==> src/include/xb_params.svh <==
`ifndef XB_PARAMS_SVH
`define XB_PARAMS_SVH
`define XB_NP 29
`define XB_NXP 20
`define XB_NF 19
`define XB_FW 5
`define XB_PW 5
`define XB_TX_PIN 4
`define XB_RX_PIN 5
`define XB_F_SCK 0
`define XB_F_MISO 1
`define XB_F_MOSI 2
`define XB_F_NSS 3
`define XB_F_SDA 4
`define XB_F_SCL 5
`define XB_F_CP0 6
`define XB_F_CP0A 7
`define XB_F_CP1 8
`define XB_F_CP1A 9
`define XB_F_SYSCK 10
`define XB_F_CEX0 11
`define XB_F_ECI 16
`define XB_F_T0 17
`define XB_F_T1 18
`define XB_NCEX 5
`define XB_NSS_4W_BIT 1
`define XB_RST_ZERO 29'h0
`define XB_RST_ONES 29'h1FFFFFFF
`define XB_FIN_IDLE 19'h7FFFF
`endif

==> src/include/xb_pkg.sv <==
`include "xb_params.svh"
package xb_pkg;
    typedef struct packed {
        logic cp1_async_en;
        logic cp1_en;
        logic cp0_async_en;
        logic cp0_en;
        logic sysclk_en;
        logic smbus_en;
        logic spi_en;
        logic uart_en;
    } xb_route_a_t;
    typedef struct packed {
        logic pullup_disable;
        logic matrix_enable;
        logic t1_en;
        logic t0_en;
        logic eci_en;
        logic [2:0] pca_sel;
    } xb_route_b_t;
    typedef struct packed {
        logic [4:0] p3;
        logic [7:0] p2;
        logic [7:0] p1;
        logic [7:0] p0;
    } xb_port_vec_t;
    typedef struct packed {
        logic [`XB_NF-1:0] val;
        logic [`XB_NF-1:0] oe;
    } xb_periph_t;
endpackage

==> src/design/xb_alloc.sv <==
`timescale 1ns/1ps
`default_nettype none
`include "xb_params.svh"
module xb_alloc #(
    parameter int NP = `XB_NXP,
    parameter int NF = `XB_NF,
    parameter int FW = `XB_FW,
    parameter int PW = `XB_PW
) (
    input wire logic [NF-1:0] req,
    input wire logic [NP-1:0] taken_in,
    output logic [NP-1:0] pin_used,
    output logic [NP*FW-1:0] pin_func,
    output logic [NF-1:0] func_ok,
    output logic [NF*PW-1:0] func_pin
);
    logic [NP-1:0] taken;
    logic found;

    // Functions are visited in priority order; each takes the lowest free pin.
    always_comb
    begin
        taken = taken_in;
        pin_used = '0;
        pin_func = '0;
        func_ok = '0;
        func_pin = '0;
        found = 1'b0;
        for (int f = 0; f < NF; f++)
        begin
            found = 1'b0;
            for (int p = 0; p < NP; p++)
            begin
                if (req[f] && !found && !taken[p])
                begin
                    found = 1'b1;
                    taken[p] = 1'b1;
                    pin_used[p] = 1'b1;
                    pin_func[p*FW +: FW] = FW'(f);
                    func_pin[f*PW +: PW] = PW'(p);
                    func_ok[f] = 1'b1;
                end
            end
        end
    end
endmodule
`default_nettype wire

==> src/design/xb_pin_cell.sv <==
`timescale 1ns/1ps
`default_nettype none
module xb_pin_cell (
    input wire logic digital,
    input wire logic push_pull,
    input wire logic force_od,
    input wire logic xbar_en,
    input wire logic want,
    input wire logic val,
    input wire logic pull_dis,
    input wire logic pad_in,
    output logic oe,
    output logic out,
    output logic pull_on,
    output logic rx_en,
    output logic rd
);
    logic drive;
    logic od;

    always_comb
    begin
        drive = digital & xbar_en & want;
        od = force_od | ~push_pull;
        oe = drive & (od ? ~val : 1'b1);
        out = drive & val;
        // Pullup drops whenever the pin drives low, to save power.
        pull_on = digital & od & ~pull_dis & ~(oe & ~out);
        rx_en = digital;
        rd = digital ? pad_in : 1'b1;
    end
endmodule
`default_nettype wire

==> src/design/xb_priority_pin_crossbar.sv <==
// Contract
// Each selected function takes the lowest unassigned pin, in fixed priority order.
// Serial transmit sits on P0.4 and receive on P0.5, outside the search.
// A pin already given to a function is passed over for the next one.
// Pins with their skip bit set count as taken.
// Only P0.0 to P2.3 go to the crossbar; all pins do GPIO or analog.
// Two-wire bus claims both pins; serial port claims both pins.
// Unclaimed pins remain ordinary GPIO after the placed functions.
// Slave select is routed only in 4-wire SPI mode.
// Port read returns the real pin level whatever the routing; the code returns 1 for analog pins instead.
// Input mode 1 is digital, 0 analog; reset leaves all pins digital.
// Analog pins lose pullup, output driver and input receiver.
// Output mode bit picks open-drain or push-pull, for peripheral pins too.
// Two-wire bus pins always drive open-drain.
// Pullup disable at 0 gives open-drain pins a pullup; push-pull unaffected.
// Pullup is off on any pin driving low.
// Matrix enable at 1 turns on routing from both route selects.
// With the matrix disabled every pin is a plain input.
// With the matrix disabled all output drivers are off.
// Software sets input, output, skip, routing, then enables the matrix last.
// Software skips pins used outside the crossbar, such as crystal pins.
// Pins form three byte ports and a 5-bit port, each with controls.
// Mapping is recomputed every cycle and takes effect at the next edge.
`timescale 1ns/1ps
`default_nettype none
`include "xb_params.svh"
module xb_priority_pin_crossbar
    import xb_pkg::*;
#(
    parameter int NP = `XB_NP,
    parameter int NXP = `XB_NXP,
    parameter int NF = `XB_NF
) (
    input wire logic sys_clk,
    input wire logic rst_b,
    input wire xb_route_a_t route_select_a,
    input wire xb_route_b_t route_select_b,
    input wire logic [1:0] slave_select_mode,
    input wire xb_port_vec_t pin_input_mode,
    input wire xb_port_vec_t pin_output_mode,
    input wire xb_port_vec_t pin_skip_mask,
    input wire xb_port_vec_t port_latch,
    input wire xb_periph_t periph_drv,
    input wire logic uart_tx,
    input wire logic [NP-1:0] pad_in,
    output logic [NP-1:0] pad_out,
    output logic [NP-1:0] pad_oe,
    output logic [NP-1:0] pad_pullup_en,
    output logic [NP-1:0] pad_rx_en,
    output logic [NP-1:0] port_read,
    output logic [NF-1:0] periph_in,
    output logic uart_rx,
    output logic [NF-1:0] func_placed,
    output logic [NXP-1:0] pin_assigned
);
    localparam int FW = `XB_FW;
    localparam int PW = `XB_PW;

    logic [NP-1:0] in_f;
    logic [NP-1:0] pp_f;
    logic [NP-1:0] skip_f;
    logic [NP-1:0] latch_f;
    logic xb_en;
    logic uart_on;
    logic four_wire;
    logic [NF-1:0] req;
    logic [NXP-1:0] taken0;
    logic [NXP-1:0] pin_used;
    logic [NXP*FW-1:0] pin_func;
    logic [NF-1:0] func_ok;
    logic [NF*PW-1:0] func_pin;
    logic [FW-1:0] fsel;
    logic [NP-1:0] want_n;
    logic [NP-1:0] val_n;
    logic [NP-1:0] fo_n;
    logic [NP-1:0] pad_out_nxt;
    logic [NP-1:0] pad_oe_nxt;
    logic [NP-1:0] pullup_nxt;
    logic [NP-1:0] rx_en_nxt;
    logic [NP-1:0] read_nxt;
    logic [NF-1:0] fin_nxt;
    logic urx_nxt;
    logic [NF-1:0] placed_nxt;
    logic [NXP-1:0] assigned_nxt;
    logic [NP-1:0] pad_out_r;
    logic [NP-1:0] pad_oe_r;
    logic [NP-1:0] pullup_r;
    logic [NP-1:0] rx_en_r;
    logic [NP-1:0] read_r;
    logic [NF-1:0] fin_r;
    logic urx_r;
    logic [NF-1:0] placed_r;
    logic [NXP-1:0] assigned_r;

    // Requests in priority order; one enable bit may claim several pins.
    function automatic logic [NF-1:0] req_decode(
        input xb_route_a_t ra,
        input xb_route_b_t rb,
        input logic fw
    );
        logic [NF-1:0] r;
        r = '0;
        r[`XB_F_SCK] = ra.spi_en;
        r[`XB_F_MISO] = ra.spi_en;
        r[`XB_F_MOSI] = ra.spi_en;
        r[`XB_F_NSS] = ra.spi_en & fw;
        r[`XB_F_SDA] = ra.smbus_en;
        r[`XB_F_SCL] = ra.smbus_en;
        r[`XB_F_CP0] = ra.cp0_en;
        r[`XB_F_CP0A] = ra.cp0_async_en;
        r[`XB_F_CP1] = ra.cp1_en;
        r[`XB_F_CP1A] = ra.cp1_async_en;
        r[`XB_F_SYSCK] = ra.sysclk_en;
        for (int i = 0; i < `XB_NCEX; i++)
        begin
            r[`XB_F_CEX0 + i] = (rb.pca_sel > 3'(i));
        end
        r[`XB_F_ECI] = rb.eci_en;
        r[`XB_F_T0] = rb.t0_en;
        r[`XB_F_T1] = rb.t1_en;
        return r;
    endfunction

    function automatic logic is_smbus(input logic [FW-1:0] f);
        return (f == FW'(`XB_F_SDA)) || (f == FW'(`XB_F_SCL));
    endfunction

    always_comb
    begin
        in_f = pin_input_mode;
        pp_f = pin_output_mode;
        skip_f = pin_skip_mask;
        latch_f = port_latch;
        xb_en = route_select_b.matrix_enable;
        uart_on = route_select_a.uart_en;
        four_wire = slave_select_mode[`XB_NSS_4W_BIT];
        req = req_decode(route_select_a, route_select_b, four_wire);
        taken0 = skip_f[NXP-1:0];
        if (uart_on)
        begin
            taken0[`XB_TX_PIN] = 1'b1;
            taken0[`XB_RX_PIN] = 1'b1;
        end
    end

    xb_alloc #(
        .NP(NXP),
        .NF(NF),
        .FW(FW),
        .PW(PW)
    ) u_alloc (
        .req(req),
        .taken_in(taken0),
        .pin_used(pin_used),
        .pin_func(pin_func),
        .func_ok(func_ok),
        .func_pin(func_pin)
    );

    // Pins default to their port latch, so leftovers act as GPIO.
    always_comb
    begin
        want_n = '1;
        val_n = latch_f;
        fo_n = '0;
        fsel = '0;
        for (int p = 0; p < NXP; p++)
        begin
            fsel = pin_func[p*FW +: FW];
            if (uart_on && p == `XB_TX_PIN)
            begin
                val_n[p] = uart_tx;
            end
            else if (uart_on && p == `XB_RX_PIN)
            begin
                want_n[p] = 1'b0;
                val_n[p] = 1'b1;
            end
            else if (pin_used[p])
            begin
                val_n[p] = periph_drv.val[fsel];
                want_n[p] = periph_drv.oe[fsel];
                // The bus only forces open-drain while it is really routed out.
                fo_n[p] = xb_en & is_smbus(fsel);
            end
        end
    end

    generate
        for (genvar g = 0; g < NP; g++)
        begin : g_cell
            xb_pin_cell u_cell (
                .digital(in_f[g]),
                .push_pull(pp_f[g]),
                .force_od(fo_n[g]),
                .xbar_en(xb_en),
                .want(want_n[g]),
                .val(val_n[g]),
                .pull_dis(route_select_b.pullup_disable),
                .pad_in(pad_in[g]),
                .oe(pad_oe_nxt[g]),
                .out(pad_out_nxt[g]),
                .pull_on(pullup_nxt[g]),
                .rx_en(rx_en_nxt[g]),
                .rd(read_nxt[g])
            );
        end
    endgenerate

    // Unplaced functions see an idle high level, as on an undriven pullup line.
    always_comb
    begin
        fin_nxt = '1;
        for (int f = 0; f < NF; f++)
        begin
            if (xb_en && func_ok[f])
            begin
                fin_nxt[f] = read_nxt[func_pin[f*PW +: PW]];
            end
        end
        urx_nxt = (xb_en && uart_on) ? read_nxt[`XB_RX_PIN] : 1'b1;
        placed_nxt = xb_en ? func_ok : '0;
        assigned_nxt = xb_en ? pin_used : '0;
    end

    // Registering every output costs one cycle of latency but keeps pins glitch free.
    always_ff @(posedge sys_clk or negedge rst_b)
    begin
        if (!rst_b)
        begin
            pad_out_r <= `XB_RST_ZERO;
            pad_oe_r <= `XB_RST_ZERO;
            pullup_r <= `XB_RST_ZERO;
            rx_en_r <= `XB_RST_ONES;
            read_r <= `XB_RST_ONES;
            fin_r <= `XB_FIN_IDLE;
            urx_r <= 1'b1;
            placed_r <= '0;
            assigned_r <= '0;
        end
        else
        begin
            pad_out_r <= pad_out_nxt;
            pad_oe_r <= pad_oe_nxt;
            pullup_r <= pullup_nxt;
            rx_en_r <= rx_en_nxt;
            read_r <= read_nxt;
            fin_r <= fin_nxt;
            urx_r <= urx_nxt;
            placed_r <= placed_nxt;
            assigned_r <= assigned_nxt;
        end
    end

    assign pad_out = pad_out_r;
    assign pad_oe = pad_oe_r;
    assign pad_pullup_en = pullup_r;
    assign pad_rx_en = rx_en_r;
    assign port_read = read_r;
    assign periph_in = fin_r;
    assign uart_rx = urx_r;
    assign func_placed = placed_r;
    assign pin_assigned = assigned_r;

    logic [NXP-1:0] skip_chk;
    logic [NP-1:0] read_exp;
    logic [NP-1:0] pp_chk;
    logic tx_case;
    logic hi_case;

    always_comb
    begin
        skip_chk = skip_f[NXP-1:0];
        if (uart_on)
        begin
            skip_chk[`XB_TX_PIN] = 1'b0;
            skip_chk[`XB_RX_PIN] = 1'b0;
        end
        read_exp = (in_f & pad_in) | ~in_f;
        pp_chk = pp_f & ~fo_n;
        tx_case = uart_on && xb_en && in_f[`XB_TX_PIN];
        hi_case = xb_en && in_f[NXP] && pp_f[NXP];
    end
endmodule
`default_nettype wire

==> config.mk <==
export PLATFORM = sky130hd
export DESIGN_NAME = xb_priority_pin_crossbar
export DESIGN_NICKNAME = d
export VERILOG_FILES = /design/src/include/xb_pkg.sv /design/src/design/xb_alloc.sv /design/src/design/xb_pin_cell.sv /design/src/design/xb_priority_pin_crossbar.sv
export VERILOG_INCLUDE_DIRS = /design/src /design/src/include
export SDC_FILE = /design/constraint.sdc
export NUM_CORES = 2
export LEC_CHECK = 0
export ABC_AREA = 1
export BUFFER_PORTS_ARGS = -buffer_cell sky130_fd_sc_hd__buf_2
export CAP_MARGIN = 10
export CORE_ASPECT_RATIO = 0.75
export CORE_MARGIN = 3
export CORE_UTILIZATION = 55
export DETAILED_ROUTE_END_ITERATION = 12
export PLACE_DENSITY = 0.79
export SLEW_MARGIN = 0
export SYNTH_ARGS = -nofsm -noshare
export SYNTH_HDL_FRONTEND = slang
export SYNTH_SLANG_ARGS = --single-unit
export TNS_END_PERCENT = 10
==> constraint.sdc <==
create_clock -name sys_clk -period 0.8 [get_ports sys_clk]
set_input_delay 0.08 -clock sys_clk [delete_from_list [all_inputs] [get_ports sys_clk]]
set_output_delay 0.08 -clock sys_clk [all_outputs]
set_load 0.02 [all_outputs]
==> flow_results.org, run 1 <==
** Logic synthesis
- Yosys mapped the design onto 72 distinct sky130hd cell types.
- Of all flip-flops after synthesis, the portion carrying an async set or reset was 100%.
- Number of storage elements in the synthesis netlist :: 204
- The average instance in the mapped netlist occupies 5.80 um2.
- The most used flip-flop cell after synthesis is dfrtp_1.
- The cell count after synthesis came out at 5054.
- Cell Area, Synth :: 0.0293 mm2
- Synth warnings :: 0
- Number of enable flip-flop cells after synthesis :: 0
- For this run, the register share of the synthesized area comes to 17.8%.
- Post-synthesis net count :: 5258

** Floorplan
- 408 I/O pins were placed.
- Initial cell density of the core :: 56.3%
- Die Height :: 206 um
- Die outline width :: 273 um
- The floorplan has 72 rows.

** Status
- The flow did not finish.
- Stage at which the run stopped :: clock tree synthesis (4_1_cts)
- Run Error :: [ERROR DPL-0033] detailed placement checks failed during check placement.

** Placed design
- Number of input and output port buffers inserted :: 397
- Placer congestion estimate :: 1.36
- Sum of net half-perimeters after detailed placement :: 155000 um

** Clock tree
- The longest clock path from root to sink contains 3 buffers.
- Number of H-tree branching levels :: 1
- Number of post-CTS setup repair buffers :: 153
- After clock tree synthesis, the repair step resized 676 gates.
- CTS saw 204 sinks.
- TritonCTS Buffers :: 22
- In this run, post-CTS hold repair placed 87 buffers.
- Root Driver :: clkbuf_16
## per-stage QoR
stage	cell area, um2	worst slack, ps	instances	setup TNS (ps)	hold WS, ps
floorplan	29800	-4540	5054	-418390	-216
global placement	45900	-5300	7802	-517480	-32.1
detailed placement	45900	-6070	7802	-578350	-31.6
## cells in the mapped netlist (86+ instances only)
cell type / count / area share (%)
a21oi_1: 286 / 4.9
clkbuf_1: 94 / 1.2
dfrtp_1: 126 / 11
inv_1: 701 / 9.0
inv_2: 103 / 1.3
nand2_1: 902 / 12
nand2_2: 92 / 2.0
nand3_1: 365 / 6.2
nand4_1: 98 / 2.1
nor2_1: 792 / 10
nor2_2: 99 / 2.1
nor3_1: 132 / 2.3
nor4_1: 86 / 1.8
o211ai_1: 123 / 3.2
o21ai_0: 364 / 6.2
o221ai_1: 125 / 3.7
## kinds of logic after synthesis
| logic type | synth area share, % |
|---|---|
| multiplexers | 0.0384 |
| AO/OA/AOI/OAI | 23.7 |
| buffers and inverters | 13.0 |
| flip-flops | 17.8 |
| AND/OR/NAND/NOR | 45.4 |
==> run 2: changes to the inputs <==
--- a/config.mk
+++ b/config.mk
@@ -9,11 +9,10 @@
 export ABC_AREA = 1
 export BUFFER_PORTS_ARGS = -buffer_cell sky130_fd_sc_hd__buf_2
 export CAP_MARGIN = 10
-export CORE_ASPECT_RATIO = 0.75
 export CORE_MARGIN = 3
-export CORE_UTILIZATION = 55
+export CORE_UTILIZATION = 40
 export DETAILED_ROUTE_END_ITERATION = 12
-export PLACE_DENSITY = 0.79
+export PLACE_DENSITY_LB_ADDON = 0.15
 export SLEW_MARGIN = 0
 export SYNTH_ARGS = -nofsm -noshare
 export SYNTH_HDL_FRONTEND = slang
==> constraint.sdc (replaced) <==
create_clock -name sys_clk -period 1 [get_ports sys_clk]
set_input_delay 0.1 -clock sys_clk [delete_from_list [all_inputs] [get_ports sys_clk]]
set_output_delay 0.1 -clock sys_clk [all_outputs]
set_load 0.02 [all_outputs]
==> run 2 against run 1 <==
The flow now finishes, with violations (negative setup slack). Synthesized cell count stayed put. Area after synthesis stayed put.
==> flow_results.org, run 2 <==
** Status
- The run finished, with violations left.
- The final reports fail on negative setup slack.

** Clock tree
- TritonCTS clock tree :: built
- TritonCTS Buffers :: 24
- The clock net in this run drives a total of 204 sinks.
- In this run the number of H-tree levels came out at 1.
- In this run the deepest clock path goes through 3 buffers.
- After clock tree synthesis, the clock-pin slew on the worst setup and hold paths is 60 ps.
- CTS placed an instance of clkbuf_16 at the clock tree root.

** Global routing
- GR Layer Usage met2 :: 70.0%
- Entering global routing, the biggest net connects 43 pins.
- Global routing finished with a remaining overflow of 0.
- The initial antenna violation count came to 7.
- Global routing used 47.1% of the available tracks across all layers.
- Layer with the highest usage :: met2
- Met3 Usage GRT :: 12.3%
- The via count of the first global-routing pass was 44.7k.
- Global routing consumed, on the met1 layer, 59.9% of the routing resources.
- The first global-routing pass estimated 273000 um of wire.

** Timing
- The max-slew violation total from the final report was 0.
- Across all setup checks in the final design, the least slack found is -4960 ps.
- Minimum clock period after layout :: 5960 ps
- Setup violations remaining at the end of the flow were counted as 324.
- Actual transition at the worst max-transition pin :: 683 ps
- Summed over all failing endpoints, the final setup total negative slack is -509720 ps.
- Worst slew margin relative to its limit :: 54.2%
- Dividing the final minimum period by the clock period gives 596%.
- Final Hold Viols :: 0
- Derived from the worst setup path, the maximum achievable clock frequency is 168 MHz.
- Unrepaired setup endpoints after global routing :: yes

** Logic synthesis
- Ranked by total cell area, the synthesized netlist is headed by nand2_1 12%, dfrtp_1 11%, nor2_1 10%.
- Mapped Avg Cell Area :: 5.80 um2
- Cell Area, Synth :: 0.0293 mm2
- Synth warnings :: 0
- Synthesis inferred 204 register bits.
- When the netlist entered floorplanning its net count stood at 5258.
- Counting distinct cell types in the post-synthesis netlist gives 72.
- Sequential area share after synthesis :: 17.8%
- The synthesized design spends more area on one cell type than any other, namely nand2_1.
- Dominant cell by count in the synthesized netlist :: nand2_1
- Async S/R FF share, synth :: 100%
- Most frequent cells after synthesis :: 902 x nand2_1, 792 x nor2_1, 701 x inv_1, 365 x nand3_1, 364 x o21ai_0
- The most used flip-flop cell after synthesis is dfrtp_1.
- Number of enable flip-flop cells after synthesis :: 0
- Number of instances in the synthesized netlist :: 5054
- Area share of the largest cell type after synthesis :: 11.6%

** Setup path
- Crit Path Max Fanout :: 6
- Worst Path Arrival :: 6500 ps
- The slowest stage of the critical path is the nor2_2 cell.
- For the worst setup path, the data required time is 1540 ps.
- Counting stages on the worst path, the most repeated cell is nand2_1.
- The worst setup path is launched from an input port.
- Critical path endpoint category :: flop
- The critical path is of the input port to flop type.
- On the worst path, the slowest cell contributes a delay of 270 ps.
- Critical path startpoint :: route_select_a[1]

** Floorplan
- The die covers 0.0765 mm2.
- Area of the core :: 0.0720 mm2
- Die Height :: 277 um
- For this configuration, the core starts out at a cell density of 40.7%.
- In this run the core area contains 98 standard-cell rows.
- Number of I/O pins :: 408
- Die outline width :: 277 um

** Route
- Drt via density :: 5.74
- Number of DRC markers after the initial detailed-route iteration :: 6527
- Number of iterations in the first detailed-routing pass :: 6
- Total number of vias :: 48.5k
- The detail route stage leaves a number of antenna-violating nets equal to 0.
- DRC errors left :: 0
- After detailed routing, the average wire length per cell comes to 23.2 um.
- Wires add up to 196000 um.

** Power
- Net switching is 49.6% of the power.
- Fraction of power consumed by combinational cells :: 74.7%
- For this design the static power due to leakage is 28.2 nW.
- Total power draw :: 0.0758 W
- In this run the power spent charging and discharging nets is 0.0376 W.
- In this run, the clock network consumes 12.3% of the power.
- The worst-case IR drop observed on VDD is 0.00161 V.
- Fraction of power consumed by sequential logic :: 12.9%
- P_int :: 0.0382 W
- Cell Pwr Density :: 1420 mW/mm2

** Cells and area
- Fraction of final layout cells with drive strength greater than 1 :: 47.9%
- Layout filler cell count :: 5720
- The library cells used most frequently in the layout, excluding fill and tap cells, are 1938 x buf_4, 722 x nand2_1, 665 x inv_1.
- Relative to the synthesized area, the layout overhead comes to 82.0%.
- Cell area after layout :: 0.0533 mm2
- For this run, the post-layout net count is 7686.
- Leaving out fill and tap cells, the most frequent cell in the layout is buf_4.

** Placed design
- Port buffering added 397 buffers.
- At the end of routability-driven placement, the weighted congestion stood at 1.10.
- Placed Area :: 0.0472 mm2
- Sum of net half-perimeters after detailed placement :: 155000 um
- Timing analysis after detailed placement gives a worst setup slack of -5510 ps.

** Job
- Maximum capacitance violations :: 0

** Hold path
- Kind of path behind the tightest hold check :: input port to async pin
[run 2: cells by family (layout without fill, tap and decap cells)]
kind of cell | after synthesis | in the layout | synth area share (%)
multiplexers | 1 | 1 | 0.0384
other | 0 | 6 | 0
AND/OR/NAND/NOR | 2753 | 2755 | 45.4
flip-flops | 204 | 204 | 17.8
buffers and inverters | 980 | 3423 | 13.0
AO/OA/AOI/OAI | 1116 | 1116 | 23.7
[run 2: repair_timing]
item	4_1_cts	5_1_grt
pin swaps	124	168
hold endpoints to repair	324	0
resized for setup	427	405
gates cloned	1	7
endpoints found under the setup margin	322	328
setup buffers	71	68
hold buffers	95	0
[run 2: power by group through the flow]
stage	logic (W)	clock network (W)	registers, W
final	0.0567	0.00934	0.00981
after global routing	0.0599	0.00971	0.00988
after CTS	0.0520	0.00925	0.00978
after detailed placement	0.0486	0	0.00990
after global placement	0.0482	0	0.00987
after floorplan	0.0234	0	0.0112
[run 2: worst paths after layout]
kind                       slack, ps  depth (start not counted)             to
worst max-delay path           -4960                         50  periph_in[18]
worst min-delay path              10                          2    pad_out[25]
max in group asynchronous        400                          3   periph_in[1]
min in group sys_clk              30                          4     pad_out[1]
[run 2: cell type report]
| cell class | count | area (um2) | share of cell area [%] |
|---|---|---|---|
| Multi-Input combinational cell | 3872 | 23600 | 44.3 |
| Antenna cell | 6 | 15.0 | 0.0282 |
| Timing Repair Buffer | 2532 | 19300 | 36.1 |
| Inverter | 847 | 3270 | 6.12 |
| Tap cell | 950 | 1190 | 2.23 |
| Sequential cell | 204 | 5200 | 9.76 |
| Clock inverter | 13 | 139 | 0.260 |
| Timing Repair inverter | 1 | 8.76 | 0.0164 |
| Clock buffer | 30 | 643 | 1.21 |
[run 2: worst max-delay path, delay by kind of cell]
kind | cells | cell delay [ps]
AND/OR/NAND/NOR | 38 | 4840
buffers and inverters | 9 | 1240
AO/OA/AOI/OAI | 3 | 300
[run 2: metal layers]
layer / vias to the layer above / wire length (um)
met4: 2 / 17500
li1: 22017 / -
met2: 3369 / 79900
met3: 832 / 25600
met1: 22290 / 72700
met5: - / 14
[run 2: through the flow]
step	instances	utilization (%)	hold WS, ps
floorplan	5054	-	-196
global placement	8165	65.6	23.7
detailed placement	8165	65.6	21.4
CTS	8375	71.1	-7.02
global route	8451	74.1	39.9
finish	8455	74.1	13.7
Power figures use the tool's default switching activity.
